**src/hdl/spo_regs.svh**
```systemverilog
// register offsets, field positions, reset values and timing counts
`ifndef SPO_REGS_SVH
`define SPO_REGS_SVH

// ------------------------------------------------------------
// register byte offsets
// ------------------------------------------------------------
`define SPO_OFS_CTRL     8'h00
`define SPO_OFS_CURRENT  8'h04
`define SPO_OFS_ACCEL    8'h08
`define SPO_OFS_BAND     8'h0C
`define SPO_OFS_MOVE     8'h10
`define SPO_OFS_PERIOD   8'h14
`define SPO_OFS_CMD      8'h18
`define SPO_OFS_STATUS   8'h1C
`define SPO_OFS_MASK     8'h20
`define SPO_OFS_STATE    8'h24

// ------------------------------------------------------------
// field positions
// ------------------------------------------------------------
`define SPO_CTRL_RES_LSB    0
`define SPO_CTRL_MSEN_BIT   4
`define SPO_CTRL_ROUT_LSB   8
`define SPO_CUR_RUN_LSB     0
`define SPO_CUR_STILL_LSB   8
`define SPO_MOVE_DIR_BIT    24
`define SPO_CMD_CLEAR_BIT   0

// status / mask bits
`define SPO_EV_HOME_READY   0
`define SPO_EV_INDEX        1
`define SPO_EV_OVERHEAT     2
`define SPO_EV_MISSTEP      3
`define SPO_EV_MOVE_DONE    4
`define SPO_EV_COUNT        5

// ------------------------------------------------------------
// reset values and limits
// ------------------------------------------------------------
`define SPO_RST_RES         4'h0
`define SPO_RST_RUN_PCT     7'h64
`define SPO_RST_STILL_PCT   7'h32
`define SPO_MIN_RUN_PCT     7'h05
`define SPO_MAX_RUN_PCT     7'h64
`define SPO_MAX_STILL_PCT   7'h32
`define SPO_RST_ACCEL       16'h7530
`define SPO_RST_DECEL       16'h7530
`define SPO_RST_BAND        16'h0064
`define SPO_RST_PERIOD      16'h0064

// ------------------------------------------------------------
// timing
// ------------------------------------------------------------
`define SPO_CLK_HZ          50000000
`define SPO_MAX_STEP_HZ     500000
`define SPO_MIN_PERIOD      (`SPO_CLK_HZ / `SPO_MAX_STEP_HZ)
`define SPO_EXCITE_MS       500
`define SPO_EXCITE_CYCLES   ((`SPO_CLK_HZ / 1000) * `SPO_EXCITE_MS)

`endif

```
**src/hdl/spo_pkg.sv**
```systemverilog
// types shared by the stepper status and pulse output block
package spo_pkg;

    // pulse train sequencer states
    typedef enum logic [1:0] {
        SPO_PG_IDLE = 2'b00,
        SPO_PG_HIGH = 2'b01,
        SPO_PG_LOW  = 2'b10
    } spo_pg_state_t;

    typedef logic [23:0] spo_travel_t;
    typedef logic [15:0] spo_period_t;

endpackage : spo_pkg

```
**src/hdl/spo_step_if.sv**
```systemverilog
// carrier between the register side and the step pulse generator
`timescale 1ns/1ps
interface spo_step_if;
    logic start;
    spo_pkg::spo_travel_t travel;
    spo_pkg::spo_period_t period;
    logic dir;
    logic busy;
    logic done;
    logic step;
    logic dir_q;

    modport ctrl (output start, output travel, output period, output dir,
                  input busy, input done, input step, input dir_q);
    modport gen (input start, input travel, input period, input dir,
                 output busy, output done, output step, output dir_q);
endinterface : spo_step_if

```
**src/hdl/spo_top.sv**
```systemverilog
// stepper status outputs, pulse outputs and current settings, APB slave
`timescale 1ns/1ps
`include "spo_regs.svh"
module spo_top #(
    parameter int unsigned EXCITE_CYCLES = `SPO_EXCITE_CYCLES // settle time before misstep
) (
    input wire logic pclk,                 // 50 MHz clock
    input wire logic presetn,              // async reset, active low
    input wire logic psel,                 // apb select
    input wire logic penable,              // apb access phase
    input wire logic pwrite,               // apb direction
    input wire logic [7:0] paddr,          // apb byte address
    input wire logic [31:0] pwdata,        // apb write data
    output logic [31:0] prdata,            // apb read data
    output logic pready,                   // apb ready
    output logic pslverr,                  // apb error
    input wire logic home_seek_done,       // homing finished pulse
    input wire logic home_seek_active,     // homing in progress
    input wire logic preset_apply,         // position preset pulse
    input wire logic excited,              // windings energised
    input wire logic motor_at_rest,        // motor stopped
    input wire logic [23:0] cmd_pos,       // commanded position
    input wire logic [23:0] enc_count,     // encoder counter
    input wire logic encoder_attached,     // encoder present
    input wire logic encoder_index_in,     // encoder index
    input wire logic overheat_warn,        // overheat warning level
    output logic pos_clear_req,            // counter clear pulse
    output logic home_ready_out,           // home ready
    output logic index_echo_out,           // index echo
    output logic [3:0] remote_general_out, // remote outputs
    output logic overheat_out,             // overheat flag
    output logic misstep_out,              // misstep flag
    output logic step_pulse_out,           // step pulses
    output logic dir_out,                  // direction
    output logic [8:0] div_x2,             // microstep divisions times two
    output logic [6:0] coil_current_pct,   // present current setting
    output logic [15:0] accel_rate,        // accel, 0.001 ms/kHz
    output logic [15:0] decel_rate,        // decel, 0.001 ms/kHz
    output logic irq                       // interrupt, active high
);
    // ------------------------------------------------------------
    // helpers
    // ------------------------------------------------------------
    // divisions times two, so 2.5 and 1 stay integer
    function automatic logic [8:0] res_to_div_x2(input logic [3:0] res);
        logic [8:0] d;
        d = 9'h002;
        unique case (res)
            4'h0: d = 9'h002;
            4'h1: d = 9'h004;
            4'h2: d = 9'h005;
            4'h3: d = 9'h008;
            4'h4: d = 9'h00A;
            4'h5: d = 9'h010;
            4'h6: d = 9'h014;
            4'h7: d = 9'h028;
            4'h8: d = 9'h032;
            4'h9: d = 9'h050;
            4'hA: d = 9'h064;
            4'hB: d = 9'h0A0;
            4'hC: d = 9'h0C8;
            4'hD: d = 9'h0FA;
            4'hE: d = 9'h190;
            4'hF: d = 9'h1F4;
        endcase
        return d;
    endfunction : res_to_div_x2

    // limit a percentage to a range
    function automatic logic [6:0] clamp_pct(input logic [7:0] v, input logic [6:0] lo,
                                             input logic [6:0] hi);
        logic [6:0] r;
        r = v[6:0];
        if (v < {1'b0, lo}) r = lo;
        else if (v > {1'b0, hi}) r = hi;
        return r;
    endfunction : clamp_pct

    // absolute difference of two counts
    function automatic logic [23:0] abs_diff(input logic [23:0] a, input logic [23:0] b);
        logic [23:0] d;
        d = a - b;
        if (d[23]) d = b - a;
        return d;
    endfunction : abs_diff

    // ------------------------------------------------------------
    // registers and state
    // ------------------------------------------------------------
    logic [3:0] res_sel;
    logic misstep_en;
    logic [6:0] run_pct;
    logic [6:0] still_pct;
    logic [15:0] band;
    logic [15:0] period;
    logic [`SPO_EV_COUNT-1:0] status;
    logic [`SPO_EV_COUNT-1:0] mask;
    logic home_set;
    logic excited_q;
    logic [24:0] excite_cnt;
    logic index_q;
    logic home_ready_q;
    logic overheat_q;
    logic misstep_q;
    logic [23:0] mv_travel;
    logic mv_dir;
    logic mv_start;
    logic [8:0] div_q;
    logic [6:0] cur_q;

    spo_step_if st ();

    // ------------------------------------------------------------
    // apb decode
    // ------------------------------------------------------------
    wire acc = psel && penable;
    wire wr = acc && pwrite;
    wire rd = acc && !pwrite;
    wire hit_ctrl = (paddr == `SPO_OFS_CTRL);
    wire hit_cur = (paddr == `SPO_OFS_CURRENT);
    wire hit_acc = (paddr == `SPO_OFS_ACCEL);
    wire hit_band = (paddr == `SPO_OFS_BAND);
    wire hit_move = (paddr == `SPO_OFS_MOVE);
    wire hit_per = (paddr == `SPO_OFS_PERIOD);
    wire hit_cmd = (paddr == `SPO_OFS_CMD);
    wire hit_stat = (paddr == `SPO_OFS_STATUS);
    wire hit_mask = (paddr == `SPO_OFS_MASK);
    wire hit_state = (paddr == `SPO_OFS_STATE);
    wire mapped = hit_ctrl | hit_cur | hit_acc | hit_band | hit_move | hit_per |
                  hit_cmd | hit_stat | hit_mask | hit_state;
    wire clear_cmd = wr && hit_cmd && pwdata[`SPO_CMD_CLEAR_BIT];

    assign pready = 1'b1;
    assign pslverr = acc && !mapped;

    // read data mux
    always_comb begin
        prdata = 32'h00000000;
        if (hit_ctrl) prdata = {20'h00000, remote_general_out, 3'h0, misstep_en, res_sel};
        else if (hit_cur) prdata = {16'h0000, 1'b0, still_pct, 1'b0, run_pct};
        else if (hit_acc) prdata = {decel_rate, accel_rate};
        else if (hit_band) prdata = {16'h0000, band};
        else if (hit_move) prdata = {7'h00, mv_dir, mv_travel};
        else if (hit_per) prdata = {16'h0000, period};
        else if (hit_stat) prdata = {27'h0000000, status};
        else if (hit_mask) prdata = {27'h0000000, mask};
        else if (hit_state) prdata = {17'h00000, div_q, st.busy, misstep_q, overheat_q,
                                      home_ready_q, home_set, excited_q};
    end

    // ------------------------------------------------------------
    // software registers
    // ------------------------------------------------------------
    // configuration writes; out-of-range currents are limited
    always_ff @(posedge pclk or negedge presetn) begin
        if (!presetn) begin
            res_sel <= `SPO_RST_RES;
            misstep_en <= 1'b0;
            remote_general_out <= 4'h0;
            run_pct <= `SPO_RST_RUN_PCT;
            still_pct <= `SPO_RST_STILL_PCT;
            accel_rate <= `SPO_RST_ACCEL;
            decel_rate <= `SPO_RST_DECEL;
            band <= `SPO_RST_BAND;
            period <= `SPO_RST_PERIOD;
            mask <= 5'h00;
        end else if (wr) begin
            if (hit_ctrl) begin
                res_sel <= pwdata[`SPO_CTRL_RES_LSB +: 4];
                misstep_en <= pwdata[`SPO_CTRL_MSEN_BIT];
                remote_general_out <= pwdata[`SPO_CTRL_ROUT_LSB +: 4];
            end
            if (hit_cur) begin
                run_pct <= clamp_pct(pwdata[`SPO_CUR_RUN_LSB +: 8],
                                     `SPO_MIN_RUN_PCT, `SPO_MAX_RUN_PCT);
                still_pct <= clamp_pct(pwdata[`SPO_CUR_STILL_LSB +: 8],
                                       7'h00, `SPO_MAX_STILL_PCT);
            end
            if (hit_acc) begin
                accel_rate <= pwdata[15:0];
                decel_rate <= pwdata[31:16];
            end
            if (hit_band) band <= pwdata[15:0];
            if (hit_per) period <= pwdata[15:0];
            if (hit_mask) mask <= pwdata[`SPO_EV_COUNT-1:0];
        end
    end

    // move request; a write while busy is ignored
    always_ff @(posedge pclk or negedge presetn) begin
        if (!presetn) begin
            mv_travel <= 24'h000000;
            mv_dir <= 1'b0;
            mv_start <= 1'b0;
        end else begin
            mv_start <= wr && hit_move && !st.busy;
            if (wr && hit_move && !st.busy) begin
                mv_travel <= pwdata[23:0];
                mv_dir <= pwdata[`SPO_MOVE_DIR_BIT];
            end
        end
    end

    assign st.start = mv_start;
    assign st.travel = mv_travel;
    assign st.period = period;
    assign st.dir = mv_dir;

    spo_pulse_gen u_gen (
        .pclk(pclk),
        .presetn(presetn),
        .st(st.gen)
    );

    // ------------------------------------------------------------
    // home tracking
    // ------------------------------------------------------------
    wire excite_drop = excited_q && !excited;
    wire home_gain = home_seek_done || preset_apply || clear_cmd;
    wire home_lose = excite_drop && !misstep_en;
    wire next_home_ready = home_set && (cmd_pos == 24'h000000) && motor_at_rest;

    // home flag; cleared by reset and, while misstep_en is low, by unexcite; gain wins a tie
    always_ff @(posedge pclk or negedge presetn) begin
        if (!presetn) begin
            home_set <= 1'b0;
            pos_clear_req <= 1'b0;
            home_ready_q <= 1'b0;
        end else begin
            pos_clear_req <= clear_cmd;
            if (home_gain) home_set <= 1'b1;
            else if (home_lose) home_set <= 1'b0;
            home_ready_q <= next_home_ready;
        end
    end

    // ------------------------------------------------------------
    // index echo, overheat, misstep
    // ------------------------------------------------------------
    wire dev_hit = ({8'h00, band} <= abs_diff(enc_count, cmd_pos));
    wire excite_ok = (excite_cnt >= 25'(EXCITE_CYCLES));
    wire next_misstep = encoder_attached && misstep_en && excited && excite_ok &&
                        !home_seek_active && dev_hit;

    // excitation timer, restarts on every unexcited cycle
    always_ff @(posedge pclk or negedge presetn) begin
        if (!presetn) begin
            excited_q <= 1'b0;
            excite_cnt <= 25'h0000000;
        end else begin
            excited_q <= excited;
            if (!excited) excite_cnt <= 25'h0000000;
            else if (!excite_ok) excite_cnt <= excite_cnt + 25'h0000001;
        end
    end

    // registered flag outputs, one cycle behind their causes
    always_ff @(posedge pclk or negedge presetn) begin
        if (!presetn) begin
            index_q <= 1'b0;
            overheat_q <= 1'b0;
            misstep_q <= 1'b0;
        end else begin
            index_q <= encoder_attached && encoder_index_in;
            overheat_q <= overheat_warn;
            misstep_q <= next_misstep;
        end
    end

    // ------------------------------------------------------------
    // resolution and current
    // ------------------------------------------------------------
    // standstill level uses only its own setting
    always_ff @(posedge pclk or negedge presetn) begin
        if (!presetn) begin
            div_q <= 9'h002;
            cur_q <= `SPO_RST_STILL_PCT;
        end else begin
            div_q <= res_to_div_x2(res_sel);
            cur_q <= motor_at_rest ? still_pct : run_pct;
        end
    end

    // ------------------------------------------------------------
    // interrupts
    // ------------------------------------------------------------
    wire [`SPO_EV_COUNT-1:0] ev = {st.done,
                                   next_misstep && !misstep_q,
                                   overheat_warn && !overheat_q,
                                   encoder_attached && encoder_index_in && !index_q,
                                   next_home_ready && !home_ready_q};
    wire stat_rd = rd && hit_stat;

    // sticky events, read clears, a new event wins
    always_ff @(posedge pclk or negedge presetn) begin
        if (!presetn) status <= 5'h00;
        else status <= (stat_rd ? 5'h00 : status) | ev;
    end

    assign irq = |(status & mask);

    // ------------------------------------------------------------
    // outputs
    // ------------------------------------------------------------
    assign home_ready_out = home_ready_q;
    assign index_echo_out = index_q;
    assign overheat_out = overheat_q;
    assign misstep_out = misstep_q;
    assign step_pulse_out = st.step;
    assign dir_out = st.dir_q;
    assign div_x2 = div_q;
    assign coil_current_pct = cur_q;
endmodule : spo_top

```
**src/hdl/spo_pulse_gen.sv**
```systemverilog
// step pulse train generator: counted pulses at a programmed period
`timescale 1ns/1ps
`include "spo_regs.svh"
module spo_pulse_gen (
    input wire logic pclk,      // system clock
    input wire logic presetn,   // async reset, active low
    spo_step_if.gen st          // move request and pulse stream
);
    spo_pkg::spo_pg_state_t state, next_state;
    spo_pkg::spo_travel_t left;
    spo_pkg::spo_period_t per, cnt;
    logic dir_q;

    // half-period lengths; high time gets the rounding remainder
    wire [15:0] half_lo = {1'b0, per[15:1]};
    wire [15:0] half_hi = per - half_lo;
    wire cnt_end = (cnt == 16'h0001);
    wire last = (left == 24'h000001);
    wire go = st.start && (st.travel != 24'h000000);

    // sequencer next state
    always_comb begin
        next_state = state;
        unique case (state)
            spo_pkg::SPO_PG_IDLE: if (go) next_state = spo_pkg::SPO_PG_HIGH;
            spo_pkg::SPO_PG_HIGH: if (cnt_end) next_state = spo_pkg::SPO_PG_LOW;
            spo_pkg::SPO_PG_LOW: begin
                if (cnt_end) next_state = last ? spo_pkg::SPO_PG_IDLE : spo_pkg::SPO_PG_HIGH;
            end
            default: next_state = spo_pkg::SPO_PG_IDLE;
        endcase
    end

    // counters; one pulse per step of commanded travel
    always_ff @(posedge pclk or negedge presetn) begin
        if (!presetn) begin
            state <= spo_pkg::SPO_PG_IDLE;
            left <= 24'h000000;
            per <= 16'h0064;
            cnt <= 16'h0000;
            dir_q <= 1'b0;
        end else begin
            state <= next_state;
            if (state == spo_pkg::SPO_PG_IDLE && go) begin
                left <= st.travel;
                per <= (st.period < 16'(`SPO_MIN_PERIOD)) ? 16'(`SPO_MIN_PERIOD) : st.period;
                cnt <= (st.period < 16'(`SPO_MIN_PERIOD)) ?
                       16'(`SPO_MIN_PERIOD) - {1'b0, 15'(`SPO_MIN_PERIOD / 2)} :
                       st.period - {1'b0, st.period[15:1]};
                dir_q <= st.dir;
            end else if (state == spo_pkg::SPO_PG_HIGH) begin
                cnt <= cnt_end ? half_lo : cnt - 16'h0001;
            end else if (state == spo_pkg::SPO_PG_LOW) begin
                cnt <= cnt_end ? half_hi : cnt - 16'h0001;
                if (cnt_end) left <= left - 24'h000001;
            end
        end
    end

    assign st.step = (state == spo_pkg::SPO_PG_HIGH);
    assign st.busy = (state != spo_pkg::SPO_PG_IDLE);
    assign st.done = (state == spo_pkg::SPO_PG_LOW) && cnt_end && last;
    assign st.dir_q = dir_q;
endmodule : spo_pulse_gen

```
**config.mk**
```make
export PLATFORM = sky130hd
export DESIGN_NAME = spo_top
export DESIGN_NICKNAME = d
export VERILOG_FILES = /design/src/hdl/spo_pkg.sv /design/src/hdl/spo_step_if.sv /design/src/hdl/spo_top.sv /design/src/hdl/spo_pulse_gen.sv
export VERILOG_INCLUDE_DIRS = /design/src /design/src/hdl
export SDC_FILE = /design/constraint.sdc
export NUM_CORES = 1
export LEC_CHECK = 0
export ABC_AREA = 1
export BUFFER_PORTS_ARGS = -buffer_cell sky130_fd_sc_hd__buf_2
export CAP_MARGIN = 20
export CORE_MARGIN = 1.5
export CORE_UTILIZATION = 35
export DETAILED_ROUTE_END_ITERATION = 16
export PLACE_DENSITY = 0.57
export SYNTH_ARGS = -nofsm -noshare
export SYNTH_HDL_FRONTEND = slang
export SYNTH_SLANG_ARGS = --single-unit
```
**constraint.sdc**
```tcl
create_clock -name pclk -period 2.9 [get_ports pclk]
set_clock_uncertainty 0.05 [all_clocks]
set_input_delay 0.58 -clock pclk [delete_from_list [all_inputs] [get_ports pclk]]
set_output_delay 0.58 -clock pclk [all_outputs]
set_load 0.01 [all_outputs]
```
Yosys cells after proc, flatten, opt, wreduce, memory -nomap -nowiden
Memory sizes are Yosys's and may differ from the RTL's. A register that Yosys moved wholly into a read port is not among the register bits.
Cells that the tools add are included.
{ "totals": {"word_cells": 166, "ff_bits": 221, "out_inout_bits": 94, "rom_bits": 144, "input_bits": 101, "mem_count": 1} }
{ "memory_table": {"columns": ["memory", "words", "word_bits", "rd", "rd_ports_with_merged_regs", "wr", "line_no", "rtl"], "rows": [
  ["(no name shown)", 16, 9, 1, 1, 0, "spo_top.sv:48", "unique case (res)"]
]} }
{ "classes": {"n_eq_ne": 18, "n_lt_le_gt_ge": 7, "n_bitwise": 11, "reduce_logical": 58, "add_sub_neg": 7, "mux": 36} }
{ "op_table": {"columns": ["op", "count"], "rows": [
  ["16-bit two-way mux", 8],
  ["24-bit two-way mux", 5],
  ["25-bit two-way mux", 4],
  ["32-bit two-way mux", 3],
  ["24-bit subtractor", 2],
  ["15-bit two-way mux", 3],
  ["7-bit two-way mux", 5],
  ["8-bit by 5-bit == test with 1-bit output (second input constant)", 4],
  ["16-bit by 15-bit subtractor with 16-bit output", 2],
  ["1-bit logical AND", 27],
  ["25-bit by 1-bit adder with 25-bit output (second input constant)", 1],
  ["25-bit >= comparator (second input constant)", 1],
  ["24-bit by 1-bit == test with 1-bit output (second input constant)", 1],
  ["16-bit by 24-bit less-or-equal comparator with 1-bit output", 1],
  ["24-bit logical NOT", 1],
  ["24-bit nonzero test", 1],
  ["24-bit by 1-bit subtractor with 24-bit output (second input constant)", 1],
  ["16-bit by 1-bit == test with 1-bit output (second input constant)", 1],
  ["8-bit by 4-bit == test with 1-bit output (second input constant)", 2],
  ["8-bit by 6-bit == test with 1-bit output (second input constant)", 2],
  ["16-bit by 7-bit less-than comparator with 1-bit output (second input constant)", 1],
  ["16-bit by 1-bit subtractor with 16-bit output (second input constant)", 1],
  ["2-bit AND reduction", 6],
  ["1-bit logical NOT", 11],
  ["other kinds (23)", 43]
]} }

Logic depth before layout (Yosys ltp)
Gate-level depths: netlist of the first run.
{ "logic_depth": {"word_depth": 12, "mapped_depth": 29, "mapped_depth_nobuf": 28} }

By module
From an unflattened synthesis of the first run, not the netlist that was laid out.
{ "unflattened": {"cells_unflattened": 2509, "hier_area_um2": 17342.9} }
{ "modules_own_cells": {"columns": ["module", "seq_area_each_um2", "instances", "area_per_inst_um2", "cells_per_inst"], "rows": [
  ["spo_top", 4316.6, 1, 11494.8, 1588],
  ["spo_pulse_gen", 1480.2, 1, 5848.1, 921]
]} }

Worst setup path after synthesis of the first run
No wires, ideal clock.
{ "synth_path": {"path_type": "input -> register", "startpoint": "input port cmd_pos[17]", "endpoint": "register status[3]", "required_ns": 2.733, "n_path_buf": 1, "arrival_time_ns": 3.584, "path_slack_ns": -0.852, "cell_stages": 24, "setup_ns": 0.117, "cell_sequence": "inv_1 ha_1 nand2_2 inv_1 nand2_1 nand2_1 a21oi_1 nand4_1 nand2_4 buf_8 nor2_2 o22ai_2 xor2_1 inv_1 ha_1 nand2_1 nor4_1 nand2_1 a21boi_0 nand3_1 nor2_1 nand4_1 nand3_1 nand2_1"} }
{ "synth_between": {"elab_chain_cells": 6, "elab_cells_between_ends": 7, "classes_between": "add/sub: 2; order compare: 1; mux: 1; bitwise: 1; reduce/logical: 2"} }
{ "synth_lines": {"columns": ["item", "line_no", "rtl"], "rows": [
  ["start: declaration", "spo_top.sv:22", "input wire logic [23:0] cmd_pos,"],
  ["24-bit subtractor (on tied branches)", "spo_top.sv:82, spo_top.sv:83", null],
  ["24-bit two-way mux *", "spo_top.sv:83", "if (d[23]) d = b - a;"],
  ["16-bit by 24-bit less-or-equal comparator with 1-bit output *", "spo_top.sv:240", "wire dev_hit = ({8'h00, band} <= abs_diff(enc_count, cmd_pos));"],
  ["1-bit logical AND *", "spo_top.sv:243", "!home_seek_active && dev_hit;"],
  ["1-bit logical AND *", "spo_top.sv:288", "next_misstep && !misstep_q,"],
  ["5-bit bitwise OR *", "spo_top.sv:297", "else status <= (stat_rd ? 5'h00 : status) | ev;"],
  ["end signal: assignment", "spo_top.sv:297", null],
  ["end: declaration", "spo_top.sv:96", "logic [`SPO_EV_COUNT-1:0] status;"]
]} }
Every way passes the cells marked *; elsewhere a longest branch is shown, timed or not.
A chain may end at the register's enable or synchronous reset.

Worst setup path in the final report of the first run
{ "layout_path": {"startpoint": "input port cmd_pos[18]", "endpoint": "register status[3]"} }
The elaborated chain is that of the path after synthesis.

==> results of run 1 <==
registers in the layout, summed over array words and instances (netlist names), 2 cells and up:
| register | count |
|---|---|
| coil_current_pct | 7 |
| div_x2 | 9 |
| status | 5 |
| band | 16 |
| run_pct | 7 |
| u_gen.cnt | 16 |
| mask | 5 |
| mv_travel | 24 |
| accel_rate | 16 |
| still_pct | 7 |
| u_gen.state | 2 |
| res_sel | 4 |
| excite_cnt | 25 |
| remote_general_out | 4 |
| period | 16 |
| u_gen.left | 24 |
| decel_rate | 16 |
| u_gen.per | 16 |
area by class of cell:
type / instances / area share (%)
Clock buffer: 40 / 3.47
Clock inverter: 14 / 0.808
Tap cell: 615 / 3.31
Sequential cell: 230 / 24.9
Inverter: 377 / 6.27
Multi-Input combinational cell: 1726 / 44.9
Timing Repair Buffer: 520 / 16.3
cells in the mapped netlist, types with 5 or more instances:
cell / instances / area, um^2
o21ai_1: 7 / 35.0
xnor2_1: 18 / 158
clkbuf_1: 39 / 146
mux2_2: 14 / 158
buf_2: 11 / 55.1
o2111ai_1: 6 / 52.6
nor3_1: 26 / 130
a31oi_1: 23 / 144
nand4_1: 48 / 300
o211ai_1: 22 / 165
a221oi_1: 8 / 70.1
nand2_1: 624 / 2340
nor4_1: 22 / 138
a21oi_1: 126 / 631
dfrtp_1: 197 / 4930
o21bai_1: 7 / 52.6
o22ai_1: 25 / 156
nand3_1: 79 / 395
dfstp_2: 33 / 867
a21o_1: 6 / 45.0
inv_1: 370 / 1390
ha_1: 116 / 1450
nand2_2: 9 / 56.3
o21ai_0: 208 / 1040
nor2_2: 8 / 50.1
inv_2: 5 / 18.8
nor2_1: 185 / 694
a21boi_0: 6 / 45.0
a22o_1: 5 / 43.8
xor2_1: 41 / 359
o31ai_1: 18 / 135
o221ai_1: 12 / 105
a22oi_1: 10 / 75.1
worst paths after layout:
check | from | to | slack (ns)
worst max-delay path | cmd_pos[18] | status[3]$_DFF_PN0_ | -0.46
max in group asynchronous | presetn | period[6]$_DFFE_PN1P_ | 1.48
worst max register to register | period[2]$_DFFE_PN1P_ | u_gen.cnt[13]$_DFFE_PN0P_ | 0.19
worst min-delay path | overheat_warn | overheat_out$_DFF_PN0_ | 0.11
worst min register to register | index_echo_out$_DFF_PN0_ | status[1]$_DFF_PN0_ | 0.42
min in group asynchronous | presetn | u_gen.cnt[13]$_DFFE_PN0P_ | 0.47
layer usage:
layer  up-vias  GRT usage [%]  share of wire, %
met1      8534           32.1                43
met3       122           3.17               5.4
met2       546           42.5                48
li1       8869              -                 -
met4         0           8.78               3.9
met5         -              0                 0
timing repair:
| action | 4_1_cts | 5_1_grt |
|---|---|---|
| pin swaps | 74 | 86 |
| endpoints found under the setup margin | 17 | 22 |
| endpoints found under the hold margin | 45 | 0 |
| setup buffers | 40 | 24 |
| hold buffers | 1 | 0 |
| gates cloned | 2 | 1 |
| gates resized for setup | 121 | 133 |
power by group:
group | internal [uW] | switching, uW | leakage (uW)
logic | 1380 | 1870 | 0.00847
clock network | 2300 | 1490 | 0.000476
registers | 3380 | 150 | 0.00284
critical path: stages:
cell and delay [ns]:
buf_6 0.08, inv_4 0.03, ha_4 0.25, nand2_2 0.07, nand2_2 0.06, inv_2 0.08
nand2_4 0.07, a21oi_4 0.21, nand4_1 0.26, nand2_8 0.15, buf_6 0.13, buf_4 0.11
nor2_4 0.03, o22ai_2 0.14, xor2_1 0.16, inv_1 0.06, ha_1 0.28, nand2_2 0.08
buf_4 0.14, nor2_1 0.08, a21oi_1 0.08, a21boi_2 0.16, nand3_1 0.09, nor2_1 0.09
nand4_1 0.13, nand3_1 0.11, nand2_1 0.05
metrics by stage:
step	total power [uW]	setup WS, ns	util [%]	setup TNS (ns)	hold slack [ns]
after floorplan	5260	-0.567	-	-1.12	0.234
after global placement	6390	-1.15	43.6	-3.70	0.406
after detailed placement	6430	-1.21	43.6	-4.10	0.417
after CTS	10400	-0.462	47.2	-0.897	0.0951
after global routing	11100	-0.705	48.6	-1.69	0.101
final	10600	-0.458	48.6	-0.959	0.109
cell families (layout without fill, tap and decap cells):
kind of cell               count (synthesis)  count (layout)  share of synthesized area, %
other                                      1               1                        0.0221
buffers and inverters                    434             951                          9.96
DFF                                      230             230                          34.1
and+or+nand+nor                         1016            1018                          25.1
AOI/OAI and AO/OA                        513             513                          17.8
adders and majority gates                120             120                          9.01
muxes                                     15              15                         0.987
xor gates and xnor gates                  59              59                          3.04
==> results.md, run 1 <==
* GRT overflow at 0
* Max clock buf depth at 3
* Max-slew headroom at the worst pin at ~55%
* Clk pin slew, worst setup/hold paths at 0.06 ns
* Inst Count DP at 3,404
* Period utilization at 116%
* Layout Nets at 3,105
* Worst Setup Start Kind: input pin
* Total track usage at 24.8%
* Worst EP arrival at between 3 and 4 ns
* H-tree depth at 1
* Cells after synthesis at 2,388
* Final Setup Violations at 4
* Predominant post-synthesis flop cell: dfrtp_1
* I/O pins at 195
* Worst Path Max Fanout at 5
* First-pass GRT wire length at 97,300 um
* Core Area at 47,800 um^2
* CP Capture Type: register
* Maxcap violations at 0
* WL/cell at 18.0 um
* # DRC at 0
* Most frequent cells in the layout: 574 x nand2_1, 328 x inv_1, 305 x buf_4, 197 x dfrtp_1, 196 x o21ai_0
* Post-DP Area at 20,900 um^2
* Final worst slack at -0.458 ns
* Clk sink count at 230
* Slew Limit Fails at 0
* Die Height at about 220 um
* DP HPWL at 50,400 um
* Netlist Area Pre-Place at about 17,000 um^2
* N_diodes at 0
* Hold Crit Depth at 1
* Final Non-Filler Cells at 3,522
* Violated checks: setup timing
* Routed wire length at 63,500 um
* Row cnt at 80
* Die ar. at 49,900 um^2
* Filler instances at 4,775
* Slew @ Worst Pin at 0.664 ns
* Unrepaired setup endpoints after global routing: true
* Async S/R FF share, synth at 100%
* Seq. cell area at just under 6000 um^2
* Syn avg cell area at 7.11 um^2
* Hold Vio Cnt, Final at 0
* Area growth, synth to finish at 36.8%
* Worst vdd ir at ~380 uV
* Port Buffers at 193
* #FFs+latches synth at between 200 and 250
* Vias at 18,071
* Worst R2R Path Depth at 11
* CTS tree: built
* CTS root buffer: clkbuf_16
* Number of routed nets with antenna violations at 0
* Status: finished, violations left
* Vias per Instance at 5.13
* Gp weighted congestion at between 0.9 and 1
* HP Class: in -> reg
* Starting density of the core at 35.5%
* Initial DRC Count at ~1,200
* YS warnings at 0
* Upper clock frequency limit at slightly below 300 MHz
* Kind of critical path: in -> reg
* Largest net degree at the start of global routing at between 50 and 60
* Clk_lat worst skew at around 0.57 ns
* EDFF count, synth at 0
* Vias in the first global route at 17,536
* Power Dens Cells at 455 nW/um^2
* Die width at about 220 um
* Leakage at roughly 0.012 uW
* CTS buffer count at 29
* Sequential area share after synthesis at 34.1%
* Layout cell share with drive strength beyond 1 at between 20 and 30%
* Syn Nets at 2,609
* Post-layout instance area at 23,200 um^2
* WP data required at 3.30 ns
* Initial antenna violation count at 1
* Commonest non-fill, non-tap cell in the layout: nand2_1
* Multi-input logic area at 10,400 um^2
* Yosys cell types at 61
* DRT Pass-1 Iters at 5
* Min cycle time layout at 3.36 ns
Note: power is estimated with default switching activity, not from simulation.
==> run 2: changes to the inputs <==
- ABC_AREA: 1 -> default
- PLACE_DENSITY: 0.57 -> 0.58
==> results.md, run 2 <==
* H-tree depth at 1 (unchanged)
* Routed wire length at 55,500 um (-13%)
* Status: finished, violations left
* Worst Path Max Fanout at 4 (-1)
* Maxcap violations at 0 (unchanged)
* Initial antenna violation count at 3 (+2)
* End of the worst register-to-register path: u_gen.cnt[15]$_DFFE_PN0P_
* CP Capture Type: register
* Area growth, synth to finish at 36.0%
* Min cycle time layout at 3.95 ns (+0.587 ns)
* Die Height at 217 um (-3.1%)
* Port Buffers at 193 (unchanged)
* I/O pins at 195 (unchanged)
* Layout Nets at 2,454 (-21%)
* Netlist Area Pre-Place at 16,000 um^2 (-6.1%)
* Max-slew headroom at the worst pin at 33.9% (-21 points)
* Worst vdd ir at 329 uV (-15%)
* Clk_lat worst skew at 0.58 ns (about the same)
* Cells after synthesis at 1,792 (-25%)
* Slew @ Worst Pin at 0.987 ns (+0.323 ns)
* YS warnings at 0 (unchanged)
* CTS tree: built
* DRT Pass-1 Iters at 5 (unchanged)
* Slew Limit Fails at 0 (unchanged)
* R2r setup slk at 0.05 ns (-0.14 ns)
* Filler instances at 4,284 (-10%)
* Final Setup Violations at 25 (+21)
* N_diodes at 0 (unchanged)
* Number of routed nets with antenna violations at 0 (unchanged)
* # DRC at 0 (unchanged)
* Core Area at 45,200 um^2 (-5.6%)
* Worst R2R Path Depth at 12 (+1)
* Initial DRC Count at 1,148 (-5.4%)
* GRT overflow at 0 (unchanged)
* WL/cell at 19.4 um (+7.9%)
* Row cnt at 78 (-2.5%)
* #FFs+latches synth at 230 (unchanged)
* Vias at 15,430 (-15%)
* Multi-input logic area at 10,000 um^2 (-3.9%)
* Vias per Instance at 5.41 (+5.4%)
* Upper clock frequency limit at 253 MHz (-15%)
* Die ar. at 46,900 um^2 (-6.0%)
* WP data required at 3.34 ns (+0.04 ns)
* Hold Vio Cnt, Final at 0 (unchanged)
* Gp weighted congestion at 0.908 (-4.9%)
* Kind of critical path: in -> reg
* Final worst slack at -1.05 ns (-0.587 ns)
* Worst EP arrival at 4.38 ns (+0.62 ns)
* Core Util, Final at 48.0% (-0.56 points)
* Area contributors post-synth: dfrtp_1 31%, ha_1 9.1%, mux2_2 6.8%
* Period utilization at 136% (+20 points)
* Worst Setup Start Kind: input pin
* Unrepaired setup endpoints after global routing: true
* Synth cell count leaders: 197 x dfrtp_1, 151 x nand2_1, 136 x nor2_1
* Clk pin slew, worst setup/hold paths at 0.06 ns (about the same)
* CTS buffer count at 26 (-10%)
* Power Dens Cells at 445 nW/um^2 (-2.1%)
* Syn avg cell area at 8.90 um^2 (+25%)
* Yosys cell types at 83 (+36%)
* Vias in the first global route at 15,635 (-11%)
* Total track usage at 23.4% (-1.3 points)
* Largest register FFs at 25 (unchanged)
* EDFF count, synth at 0 (unchanged)
* Crit path launch: enc_count[22]
* HP Class: in -> reg
* First-pass GRT wire length at 87,300 um (-10%)
* TNS Setup at -3.81 ns (-2.85 ns)
* Sequential area share after synthesis at 36.3% (+2.2 points)
* Worst r2r src: period[2]$_DFFE_PN1P_
* Async S/R FF share, synth at 100% (unchanged)
* Most frequent cells in the layout: 276 x buf_4, 196 x dfrtp_1, 176 x buf_2, 146 x nand2_1, 134 x nor2_1
* Seq. cell area at 5800 um^2 (about the same)
* CP Capture Point: status[3]$_DFF_PN0_
* Largest net degree at the start of global routing at 66 (+14%)
* CTS root buffer: clkbuf_16
* Most flops, register: excite_cnt
* Leakage at 0.0104 uW (-12%)
* Die width at 217 um (-3.1%)
* Commonest non-fill, non-tap cell in the layout: buf_4
* Regs by FF count: excite_cnt: 25 flops, mv_travel: 24 flops, u_gen.left: 24 flops
* Hold slack at 0.0766 ns (-0.0328 ns)
* Most common cell in the synthesized netlist: dfrtp_1
* DP HPWL at 43,100 um (-14%)
* Pre-CTS WS at -1.74 ns (-0.528 ns)
* Violated checks: setup timing
* Clk sink count at 230 (unchanged)
* Top cell type's share of synthesized area at 30.9% (+1.9 points)
* Max clock buf depth at 3 (unchanged)
* Layout cell share with drive strength beyond 1 at 36.1% (+7.8 points)
* Synth area leader: dfrtp_1
* Starting density of the core at 35.3% (-0.20 points)
* Predominant post-synthesis flop cell: dfrtp_1
* Syn Nets at 2,013 (-23%)
## run 2: changes by cell type after synthesis, moves of 17 or more
cell      change
mux2_2       +83
nand2_1     -473
inv_1       -243
nor2_1       -49
nand3_1      -42
nor2b_1      +20
or3_1        +21
o21ai_0      -82
clkbuf_1     +25
and2_1       +21
and3_1       +17
nand4_1      -29
mux2i_1      +21
## run 2: cell families after synthesis
kind of cell | Yosys count | share of synthesized area [%]
AOI/OAI and AO/OA | 511 | 20.6
xor gates and xnor gates | 71 | 3.94
adders and majority gates | 120 | 9.60
buffers and inverters | 217 | 5.36
DFF | 230 | 36.3
muxes | 119 | 8.23
other | 1 | 0.0235
and+or+nand+nor | 523 | 15.9
## run 2: metrics by stage
step | instance area [um^2] | total power (uW) | cells
finish | 21700 | 9660 | 2853
global route | 21700 | 10200 | 2853
CTS | 21400 | 9600 | 2846
detailed placement | 19800 | 6070 | 2781
global placement | 19800 | 6040 | 2780
floorplan | 16200 | 5040 | 1792
## run 2: worst min-delay path by stage
stage                        startpoint                   endpoint  slack [ns]  depth (start not counted)
6_report                  overheat_warn     overheat_out$_DFF_PN0_        0.08                          1
5_1_grt                   overheat_warn     overheat_out$_DFF_PN0_        0.06                          1
4_1_cts                   overheat_warn     overheat_out$_DFF_PN0_        0.06                          1
3_5_place_dp   index_echo_out$_DFF_PN0_        status[1]$_DFF_PN0_        0.41                          1
3_3_place_gp   index_echo_out$_DFF_PN0_        status[1]$_DFF_PN0_        0.39                          1
2_1_floorplan                   presetn  accel_rate[0]$_DFFE_PN0P_        0.23                          0
## run 2: critical path, cell delays in order
cell and delay [ns]:
buf_6 0.10, ha_4 0.26, nand4_1 0.22, nor3_4 0.31, o211ai_1 0.14, o211ai_2 0.11
xnor2_2 0.16, buf_6 0.16, mux2i_4 0.25, o21ai_4 0.08, a221oi_2 0.26, xor2_1 0.11
ha_1 0.35, nand2_2 0.07, or3_4 0.37, or3_1 0.31, o31ai_1 0.07, a21oi_1 0.06
nand4_1 0.12, nor4_2 0.06, a41oi_1 0.21
## run 2: layout make-up
type	instances	share of cell area, %
clock buffer	39	3.36
multi-input combinational	1345	46.2
timing repair buffer	503	17.3
clock inverter	9	0.692
tap	600	3.46
inverter	127	2.25
sequential	230	26.7
## run 2: where the power goes
part | switching (uW) | leakage (uW) | internal, uW
clock | 1390 | 0.000420 | 2020
sequential | 170 | 0.00294 | 3350
combinational | 1510 | 0.00705 | 1220
## run 2: what timing repair did
| item | in CTS | in global routing |
|---|---|---|
| hold endpoints to repair | 56 | 0 |
| pin swaps | 64 | 58 |
| setup buffers | 12 | 12 |
| setup endpoints to repair | 38 | 32 |
| gates cloned | 5 | 0 |
| hold buffers | 1 | 0 |
| resized for setup | 105 | 58 |
## run 2: routing by layer
metal / global-route usage, % / share of wire, % / vias to the layer above
met4: 7.78 / 3.2 / 6
met3: 3.34 / 5.0 / 107
li1: - / - / 7376
met1: 28.4 / 41 / 7533
met5: 0 / 0.061 / -
met2: 42.4 / 51 / 408
